==> src/rtl/rsc_pkg.sv <==
/*
  constants, field positions and state type of the reset source controller.
  assumes a single 25 MHz clock shared by every file of the block.
*/
package rsc_pkg;

  // ****************************************
  // register map
  // ****************************************
  localparam logic [7:0] RSC_CAUSE_ENABLE_ADDR = 8'hEF;

  localparam int BIT_PIN   = 0;
  localparam int BIT_POR   = 1;
  localparam int BIT_MCD   = 2;
  localparam int BIT_WDT   = 3;
  localparam int BIT_SW    = 4;
  localparam int BIT_CMP   = 5;
  localparam int BIT_FLASH = 6;
  localparam int BIT_RTC   = 7;

  localparam int          RSC_REG_W      = 8;
  localparam logic [7:0]  FLAGS_POWER_ON = 8'h02;
  localparam logic [7:0]  FLAGS_NONE     = 8'h00;

  // ****************************************
  // timing
  // ****************************************
  localparam int          CLK_PERIOD_NS    = 40;
  localparam int          CLK_LOSS_TIME_US = 100;
  localparam int          CLK_LOSS_W       = 12;
  localparam logic [11:0] CLK_LOSS_CYCLES  =
    12'((CLK_LOSS_TIME_US * 1000 + CLK_PERIOD_NS - 1) / CLK_PERIOD_NS);

  localparam logic [3:0]  WDT_CLK_DIV       = 4'hC;
  localparam logic [3:0]  RESET_HOLD_CYCLES = 4'h4;
  localparam logic [3:0]  CNT_ZERO          = 4'h0;
  localparam logic [3:0]  CNT_ONE           = 4'h1;

  // ****************************************
  // sequencer states
  // ****************************************
  typedef enum logic {RSC_RUN, RSC_HOLD} rsc_state_t;

endpackage

==> src/rtl/rsc_clock_loss_detector.sv <==
/*
  one-shot that times out when the monitored system clock level stops toggling.
  assumes sysClkMon is a sampled copy of the system clock, synchronous to clk.
*/
`timescale 1ns/1ps
module rsc_clock_loss_detector
  import rsc_pkg::*;
(
  // clock and reset
  input  wire logic clk,
  input  wire logic resetn,
  // monitor
  input  wire logic enable,
  input  wire logic sysClkMon,
  output logic      timeout
);

  logic                  prevLevel_q;
  logic [CLK_LOSS_W-1:0] count_q;
  logic                  timeout_q;
  wire                   levelChange = sysClkMon ^ prevLevel_q;
  wire                   atLimit     = (count_q == CLK_LOSS_CYCLES);

  // ****************************************
  // stuck level counter
  // ****************************************
  always_ff @(posedge clk or negedge resetn)
  begin
    if (!resetn)
    begin
      prevLevel_q <= 1'b0;
      count_q     <= '0;
      timeout_q   <= 1'b0;
    end
    else
    begin
      prevLevel_q <= sysClkMon;
      if (!enable || levelChange)
        count_q <= '0;
      else if (!atLimit)
        count_q <= count_q + CLK_LOSS_W'(1);
      timeout_q <= enable && atLimit && !levelChange;
    end
  end

  assign timeout = timeout_q;

endmodule

==> src/rtl/rsc_reset_source_controller.sv <==
/*
  reset source controller: gathers reset requests, holds the system in reset,
  records the cause in the cause and enable register at its documented address.
  assumes all inputs are synchronous to clk; resetn is the power-on reset.
*/
//
// Contract
// - pin low puts device in reset, also in suspend or sleep.
// - leaving a pin reset sets the pin flag, bit 0.
// - enabled clock loss detector resets after clock stuck over 100 us.
// - bit 2 reads clock loss cause; writing sets detector enable.
// - clock loss reset masked in low power; enable kept and restored.
// - internal resets never drive the reset pin.
// - bit 5 write enables comparator reset; reads comparator cause.
// - enabled comparator holds reset while plus input below minus.
// - comparator reset works in low power only with wake-up enabled.
// - after any reset the watchdog is enabled, ticked at clock over 12.
// - watchdog overflow resets and sets read-only bit 3.
// - watchdog reset masked in low power; enable restored on exit.
// - five illegal flash access cases each cause a flash reset.
// - flash reset sets read-only flash fault bit 6.
// - timekeeper resets on slow oscillator or alarm match when enabled.
// - bit 7 enables timekeeper reset, reads its cause, works in low power.
// - writing 1 to bit 4 forces reset; bit 4 then reads 1.
// - bit 1 enables supply monitor reset; reads 1 after power resets.
// - when bit 1 reads 1, other bits are indeterminate.
// - enabling supply monitor reset before it is stable may reset.
// - read-modify-write on the register has no side effects; code keeps written-back flag bits as enables, and a 1 in bit 4 forces reset.
`timescale 1ns/1ps
module rsc_reset_source_controller
  import rsc_pkg::*;
(
  // clock and reset
  input  wire logic                      clk,
  input  wire logic                      resetn,
  // special function register port
  input  wire logic [7:0]                sfrAddr,
  input  wire logic                      sfrWrEn,
  input  wire logic [rsc_pkg::RSC_REG_W-1:0] sfrWrData,
  input  wire logic                      sfrRdEn,
  output logic      [rsc_pkg::RSC_REG_W-1:0] sfrRdData,
  // reset pin
  input  wire logic                      rstPinN,
  output logic                           rstPinOut,
  output logic                           rstPinOe,
  // power mode and clock monitor
  input  wire logic                      lowPowerMode,
  input  wire logic                      sysClkMon,
  // comparator
  input  wire logic                      cmpPlusBelowMinus,
  input  wire logic                      cmpWakeEnable,
  // watchdog
  input  wire logic                      wdtOverflow,
  input  wire logic                      wdtSwEnable,
  input  wire logic                      wdtSwDisable,
  output logic                           wdtEnable,
  output logic                           wdtTick,
  // flash access checks
  input  wire logic                      flashWriteEnable,
  input  wire logic                      flashWriteAboveLock,
  input  wire logic                      tableReadAboveLock,
  input  wire logic                      branchAboveLock,
  input  wire logic                      securityBlocked,
  input  wire logic                      flashWriteErase,
  input  wire logic                      supplyMonOn,
  // timekeeper
  input  wire logic                      rtcOscDetEnable,
  input  wire logic                      rtcOscSlow,
  input  wire logic                      rtcAlarmEnable,
  input  wire logic                      rtcAlarmMatch,
  // supply monitor
  input  wire logic                      supplyLow,
  input  wire logic                      supplyMonStable,
  // system reset
  output logic                           sysResetReq
);

  // ****************************************
  // state
  // ****************************************
  rsc_state_t             state_q;
  rsc_state_t             state_d;
  logic [3:0]             holdCnt_q;
  logic [RSC_REG_W-1:0]   causeFlags_q;
  logic [RSC_REG_W-1:0]   sfrRdData_q;
  logic                   mcdEn_q;
  logic                   cmpEn_q;
  logic                   rtcEn_q;
  logic                   supplyEn_q;
  logic                   wdtEnable_q;
  logic [3:0]             wdtDiv_q;
  logic                   wdtTick_q;
  logic                   sysResetReq_q;
  logic                   rstPinOut_q;
  logic                   rstPinOe_q;
  logic                   mcdTimeout;
  logic [RSC_REG_W-1:0]   causeVec;
  logic [RSC_REG_W-1:0]   readView;

  function automatic logic sfrHit(input logic [7:0] addr);
    sfrHit = (addr == RSC_CAUSE_ENABLE_ADDR);
  endfunction

  // ****************************************
  // decode
  // ****************************************
  wire running   = (state_q == RSC_RUN);
  wire regWrite  = sfrWrEn && sfrHit(sfrAddr) && running;
  wire regRead   = sfrRdEn && sfrHit(sfrAddr);
  wire mcdActive = mcdEn_q && !lowPowerMode && running;
  wire wdtActive = wdtEnable_q && !lowPowerMode;
  wire cmpActive = cmpEn_q && (!lowPowerMode || cmpWakeEnable);

  wire pinReq   = !rstPinN;
  wire porEarly = regWrite && sfrWrData[BIT_POR] && !supplyMonStable;
  wire porLevel = supplyLow && supplyEn_q;
  wire porReq   = porLevel || porEarly;
  wire mcdReq   = mcdTimeout && mcdActive;
  wire cmpReq   = cmpActive && cmpPlusBelowMinus;
  wire wdtReq   = wdtOverflow && wdtActive;
  wire flashReq = (flashWriteEnable && flashWriteAboveLock) || tableReadAboveLock
                  || branchAboveLock || securityBlocked
                  || (flashWriteErase && !supplyMonOn);
  wire rtcReq   = rtcEn_q && ((rtcOscDetEnable && rtcOscSlow)
                  || (rtcAlarmEnable && rtcAlarmMatch));
  wire swReq    = regWrite && sfrWrData[BIT_SW];

  assign causeVec[BIT_PIN]   = pinReq;
  assign causeVec[BIT_POR]   = porReq;
  assign causeVec[BIT_MCD]   = mcdReq;
  assign causeVec[BIT_WDT]   = wdtReq;
  assign causeVec[BIT_SW]    = swReq;
  assign causeVec[BIT_CMP]   = cmpReq;
  assign causeVec[BIT_FLASH] = flashReq;
  assign causeVec[BIT_RTC]   = rtcReq;

  wire anyCause  = |causeVec;
  wire levelHold = pinReq || porLevel || cmpReq;
  wire holdDone  = (holdCnt_q >= RESET_HOLD_CYCLES - CNT_ONE) && !levelHold;
  wire exitReset = (state_q == RSC_HOLD) && holdDone;
  wire wdtWrap   = (wdtDiv_q == WDT_CLK_DIV - CNT_ONE);

  genvar g;
  generate
    for (g = 0; g < RSC_REG_W; g++)
    begin : g_view
      if (g == BIT_POR)
      begin : g_por
        assign readView[g] = causeFlags_q[g];
      end
      else
      begin : g_other
        assign readView[g] = causeFlags_q[g] && !causeFlags_q[BIT_POR];
      end
    end
  endgenerate

  always_comb
  begin
    state_d = state_q;
    case (state_q)
      RSC_RUN:
        if (anyCause)
          state_d = RSC_HOLD;
      RSC_HOLD:
        if (holdDone)
          state_d = RSC_RUN;
      default:
        state_d = RSC_HOLD;
    endcase
  end

  // ****************************************
  // clock loss one-shot
  // ****************************************
  rsc_clock_loss_detector u_clock_loss (
    .clk       (clk),
    .resetn    (resetn),
    .enable    (mcdActive),
    .sysClkMon (sysClkMon),
    .timeout   (mcdTimeout)
  );

  // ****************************************
  // sequencer and cause flags
  // ****************************************
  always_ff @(posedge clk or negedge resetn)
  begin
    if (!resetn)
    begin
      state_q       <= RSC_HOLD;
      holdCnt_q     <= CNT_ZERO;
      causeFlags_q  <= FLAGS_POWER_ON;
      sysResetReq_q <= 1'b1;
    end
    else
    begin
      state_q       <= state_d;
      sysResetReq_q <= (state_d == RSC_HOLD);
      if (state_q == RSC_RUN)
        holdCnt_q <= CNT_ZERO;
      else if (!holdDone)
        holdCnt_q <= holdCnt_q + CNT_ONE;
      if (running && anyCause)
        causeFlags_q <= causeVec;
    end
  end

  // ****************************************
  // enables
  // ****************************************
  always_ff @(posedge clk or negedge resetn)
  begin
    if (!resetn)
    begin
      mcdEn_q    <= 1'b0;
      cmpEn_q    <= 1'b0;
      rtcEn_q    <= 1'b0;
      supplyEn_q <= 1'b1;
    end
    else if (exitReset)
    begin
      mcdEn_q <= 1'b0;
      cmpEn_q <= 1'b0;
      rtcEn_q <= 1'b0;
    end
    else if (regWrite)
    begin
      mcdEn_q    <= sfrWrData[BIT_MCD];
      cmpEn_q    <= sfrWrData[BIT_CMP];
      rtcEn_q    <= sfrWrData[BIT_RTC];
      supplyEn_q <= sfrWrData[BIT_POR];
    end
  end

  // ****************************************
  // watchdog enable and divider
  // ****************************************
  always_ff @(posedge clk or negedge resetn)
  begin
    if (!resetn)
    begin
      wdtEnable_q <= 1'b1;
      wdtDiv_q    <= CNT_ZERO;
      wdtTick_q   <= 1'b0;
    end
    else
    begin
      if (exitReset || sysResetReq_q)
        wdtEnable_q <= 1'b1;
      else if (wdtSwDisable)
        wdtEnable_q <= 1'b0;
      else if (wdtSwEnable)
        wdtEnable_q <= 1'b1;
      wdtDiv_q  <= wdtWrap ? CNT_ZERO : wdtDiv_q + CNT_ONE;
      wdtTick_q <= wdtWrap;
    end
  end

  // ****************************************
  // read port and pin
  // ****************************************
  always_ff @(posedge clk or negedge resetn)
  begin
    if (!resetn)
    begin
      sfrRdData_q <= FLAGS_NONE;
      rstPinOut_q <= 1'b0;
      rstPinOe_q  <= 1'b0;
    end
    else
    begin
      sfrRdData_q <= regRead ? readView : FLAGS_NONE;
      rstPinOut_q <= 1'b0;
      rstPinOe_q  <= 1'b0;
    end
  end

  assign sfrRdData   = sfrRdData_q;
  assign rstPinOut   = rstPinOut_q;
  assign rstPinOe    = rstPinOe_q;
  assign wdtEnable   = wdtEnable_q;
  assign wdtTick     = wdtTick_q;
  assign sysResetReq = sysResetReq_q;
endmodule

==> config.mk <==
export PLATFORM = sky130hd
export DESIGN_NAME = rsc_reset_source_controller
export DESIGN_NICKNAME = d
export VERILOG_FILES = /design/src/rtl/rsc_pkg.sv /design/src/rtl/rsc_clock_loss_detector.sv /design/src/rtl/rsc_reset_source_controller.sv
export SDC_FILE = /design/constraint.sdc
export NUM_CORES = 1
export LEC_CHECK = 0
export BUFFER_PORTS_ARGS = -buffer_cell sky130_fd_sc_hd__buf_2
export CAP_MARGIN = 20
export CORE_ASPECT_RATIO = 0.8
export CORE_UTILIZATION = 52
export CTS_BUF_LIST = sky130_fd_sc_hd__clkbuf_16
export CTS_CLUSTER_SIZE = 10
export DETAILED_ROUTE_END_ITERATION = 16
export HOLD_SLACK_MARGIN = 0.02
export PLACE_DENSITY = 0.77
export SLEW_MARGIN = 20
export SYNTH_ARGS = -nofsm -noshare
export SYNTH_HDL_FRONTEND = slang
export SYNTH_SLANG_ARGS = --single-unit
export TNS_END_PERCENT = 100
==> constraint.sdc <==
create_clock -name clk -period 2.2 [get_ports clk]
set_input_delay 0.44 -clock clk [delete_from_list [all_inputs] [get_ports clk]]
set_output_delay 0.44 -clock clk [all_outputs]
set_load 0.03 [all_outputs]
### Word level (Yosys, flattened, before mapping)

Index checks and enable logic that the tools add are counted.

* ROM bits: 0
* output and inout port bits: 13
* input bits: 41
* memories kept: 0
* logic and storage cells: 98
* memory bits (writable): 0
* register bits: 45
* bits in latches: 0

* divide/modulo/power cells: 0
* muxes and demuxes: 18
* shift operators: 0
* order comparisons: 1
* reductions and logical operators: 54
* eq/ne operators: 5
* multiply operators: 0
* bitwise operators: 3
* add/subtract/negate cells: 3

Operator list (count)
* $logic_and A1 B1 Y1: 31
* $mux W12: 2
* $add A12 B1 Y12 const B: 1
* $eq A12 B12 Y1 const B: 1
* $mux W4: 3
* $logic_or A1 B1 Y1: 11
* $mux W1: 11
* $add A4 B1 Y4 const B: 2
* $eq A8 B8 Y1 const B: 1
* $logic_not A1 Y1: 8
* $mux W8: 1
* $reduce_or A8 Y1: 1
* $eq A4 B4 Y1 const B: 1
* $ge A4 B2 Y1 const B: 1
* $ne A2 B2 Y1 const B: 2
* $reduce_bool A3 Y1: 1
* $not A1 Y1: 2
* $pmux W1 S2: 1
* $reduce_and A2 Y1: 1
* $reduce_bool A2 Y1: 1
* $xor A1 B1 Y1: 1

### Logic depth before layout (Yosys ltp)

* word-level depth: 10
* mapped depth: 7
* depth with buffers taken out: 7

### Cells and area by module

From an unflattened synthesis, not the netlist that was laid out.

* cells, all modules: 208
* area, all modules: 2214.6 µm²

By module, submodules not included
* rsc_reset_source_controller: sequential area each 780.7 µm², area an instance 1417.6 µm², cells an instance 128, times used 1
* rsc_clock_loss_detector: sequential area each 350.3 µm², area an instance 797.0 µm², cells an instance 80, times used 1

### Worst setup path before layout

Ideal clock, no wire load.

* path type: register -> register
* start point: register, netlist name sysResetReq
* end point: register causeFlags_q[5]
* data arrival time: 1651 ps
* clock period less this slack: 1776 ps
* setup time: 125 ps
* path slack: 424 ps
* required time: 2075 ps
* buffers on the path: 0
* cell stages (with the launch flop): 6
* path through: dfstp_2 nand4bb_1 nand2_1 nor4_4 a31oi_4 mux2_4

RTL lines
* end signal: assignment: line rsc_reset_source_controller.sv:205 `causeFlags_q <= causeVec;`
* end: declaration: line rsc_reset_source_controller.sv:84 `logic [RSC_REG_W-1:0] causeFlags_q;`

==> impl_metrics.env <==
export IMPL_max_clock_freq_mhz=552
export IMPL_cts_root_buf="clkbuf_16"
export IMPL_die_h_um=58.5
export IMPL_fp_coreArea_um2=3800
export IMPL_dp_cells=297
export IMPL_viasPerCell=5.11
export IMPL_critical_path_endpoint_type="flip-flop"
export IMPL_ys_ff_latch=45
export IMPL_htreeDepth=2
export IMPL_syn_to_final_growth_pct=23.4
export IMPL_nets=294
export IMPL_syn_area_um2=2080
export IMPL_cts_sinks=45
export IMPL_ys_async_sr_fraction=1.00
export IMPL_synth_top_area_cell="dfrtp_1"
export IMPL_slew_headroom=0.663
export IMPL_grt_ovfl_total=0
export IMPL_syn_inst=193
export IMPL_criticalPathCategory="flip-flop to flip-flop"
export IMPL_max_cap_violations=0
export IMPL_grtUsageTotal=0.204
export IMPL_antenna_found_initial=0
export IMPL_grt_max_degree=25
export IMPL_hold_buffers=0
export IMPL_grt_use_met2=0.336
export IMPL_yosysWarnings=0
export IMPL_fill_cells=300
export IMPL_synthTopCellsByArea="dfrtp_1, dfstp_2, nor2_1, xor2_1, nand2_1"
export IMPL_yosysUniqueCellTypes=44
export IMPL_met3_usage=0.0514
export IMPL_drt_total_wl_um=3890
export IMPL_grt_use_met1=0.271
export IMPL_drt_antenna_violating_nets=0
export IMPL_finalCritPeriodShare=0.824
export IMPL_status="completed"
export IMPL_setup_violations=0
export IMPL_drc_errors=0
export IMPL_synth_avg_cell_area_um2=10.8
export IMPL_post_cts_buffers=0
export IMPL_grt_pass1_wl_um=6490
export IMPL_hp_class="input pin to async pin"
export IMPL_firstDrtPassIters=4
export IMPL_cts_buffer_depth=2
export IMPL_clock_latency_ns=0.29
export IMPL_vias=1559
export IMPL_boundaryPins=54
export IMPL_synthTopCellsByCount="dfrtp_1, nor2_1, nand2_1, inv_1, o21ai_0"
export IMPL_synth_edff_count=0
export IMPL_antenna_cells=0
export IMPL_port_buffers=48
export IMPL_power_mw=2.22
export IMPL_min_period_ns=1.81
export IMPL_drv_slew=0
export IMPL_yosysMostFrequentCell="dfrtp_1"
export IMPL_crit_required_ns=2.37
export IMPL_powerDensity_nw_per_um2=867
export IMPL_dp_hpwl_um=2930
export IMPL_power_leakage_nw=1.20
export IMPL_vdd_drop_max_mv=0.674
export IMPL_cts_clk_slew_worst_paths_ns=0.06
export IMPL_start_kind="flip-flop"
export IMPL_skew_ns=0.00520
export IMPL_die_width_um=72.6
export IMPL_cts_tree="built"
export IMPL_hold_viol=0
export IMPL_grt_busiest_layer="met2"
export IMPL_grt_pass1_vias=1439
export IMPL_dieArea_um2=4250
export IMPL_ys_seq_area_frac=0.545
export IMPL_cts_buffers=5
export IMPL_layoutNonFillerInstCount=305
export IMPL_drt_initial_drc_count=94
export IMPL_crit_fanout=11
export IMPL_rsz0062_at_grt="false"
export IMPL_rows=20
export IMPL_worstMarginPinSlew_ns=0.501
export IMPL_fin_setup_tns_ns=0
export IMPL_gp_congestion=0.781
export IMPL_ys_flop_type="dfrtp_1"
export IMPL_layout_drive_gt1_share=0.300
export IMPL_synth_top_cell_area_share=0.494
export IMPL_start_util=0.546
export IMPL_wl_per_cell_um=12.8
export IMPL_arrival_ns=1.98
export IMPL_hold_ws_ns=0.0904
export IMPL_cts_resized=0
[logic make-up (layout without fill, tap and decap cells)]
logic type | count (synthesis) | after routing | share of synthesized area
AO/OA/AOI/OAI | 30 | 30 | 0.0970
XOR/XNOR | 10 | 10 | 0.0422
adder cells (fa/ha/maj) | 4 | 4 | 0.0241
buffers and inverters | 15 | 71 | 0.0313
flip-flops | 45 | 45 | 0.545
multiplexers | 7 | 7 | 0.0398
other | 1 | 2 | 0.00181
AND/OR/NAND/NOR | 81 | 81 | 0.219
[layout make-up]
class,count,area [µm²],area share
Sequential cell,45,1130,0.441
Multi-Input combinational cell,134,883,0.345
Timing Repair Buffer,52,270,0.105
Clock buffer,5,125,0.0488
Tap cell,55,68.8,0.0269
Clock inverter,3,42.5,0.0166
Inverter,11,41.3,0.0161
[through the flow]
step / cell area, µm² / util / worst slack [ns]
finish: 2560 / 0.674 / 0.387
detailed placement: 2390 / 0.630 / 0.122
CTS: 2560 / 0.674 / 0.372
floorplan: 2080 / - / 0.424
global placement: 2390 / 0.630 / 0.219
global route: 2560 / 0.674 / 0.337
[layout by cell type, fill, tap and decap left out, drive strengths merged, types with 7 or more instances in the layout]
master / n
a21oi: 7
buf: 52
dfrtp: 41
inv: 12
nand2: 16
nand3: 7
nor2: 21
nor3: 10
o21ai: 10
xor2: 7
[per-layer routing]
layer | wire (µm) | vias up
li1 | - | 771
met1 | 1860 | 753
met2 | 1830 | 30
met3 | 154 | 5
met4 | 42 | 0
met5 | 0 | -
[state kept, by name, indices dropped and copies added (netlist names), 4 cells and up]
register              count
causeFlags_q              8
wdtDiv_q                  4
sfrRdData                 8
u_clock_loss.count_q     12
holdCnt_q                 4
[final timing paths]
kind	cells after the start	endpoint	startpoint	slack, ns
setup reg to reg	5	causeFlags_q[6]	sysResetReq	0.39
hold / removal	1	wdtTick	resetn	0.09
hold reg to reg	1	wdtDiv_q[0]	wdtDiv_q[0]	0.46
max in group asynchronous	2	supplyEn_q	resetn	1.39
setup / recovery	5	causeFlags_q[6]	sysResetReq	0.39
min in group clk	1	u_clock_loss.prevLevel_q	sysClkMon	0.28
[worst max-delay path, stage by stage, from the launching register on]
cell and delay, ns:
dfstp_2 0.37, buf_4 0.18, inv_1 0.21, o2111ai_1 0.26, a31oi_4 0.36, mux2_4 0.33
[report_power, final]
part / switching (mW) / internal [mW] / total [mW]
clock network: 0.303 / 0.533 / 0.836
registers: 0.0496 / 0.915 / 0.964
logic: 0.251 / 0.169 / 0.420
Power figures use the tool's default switching activity.
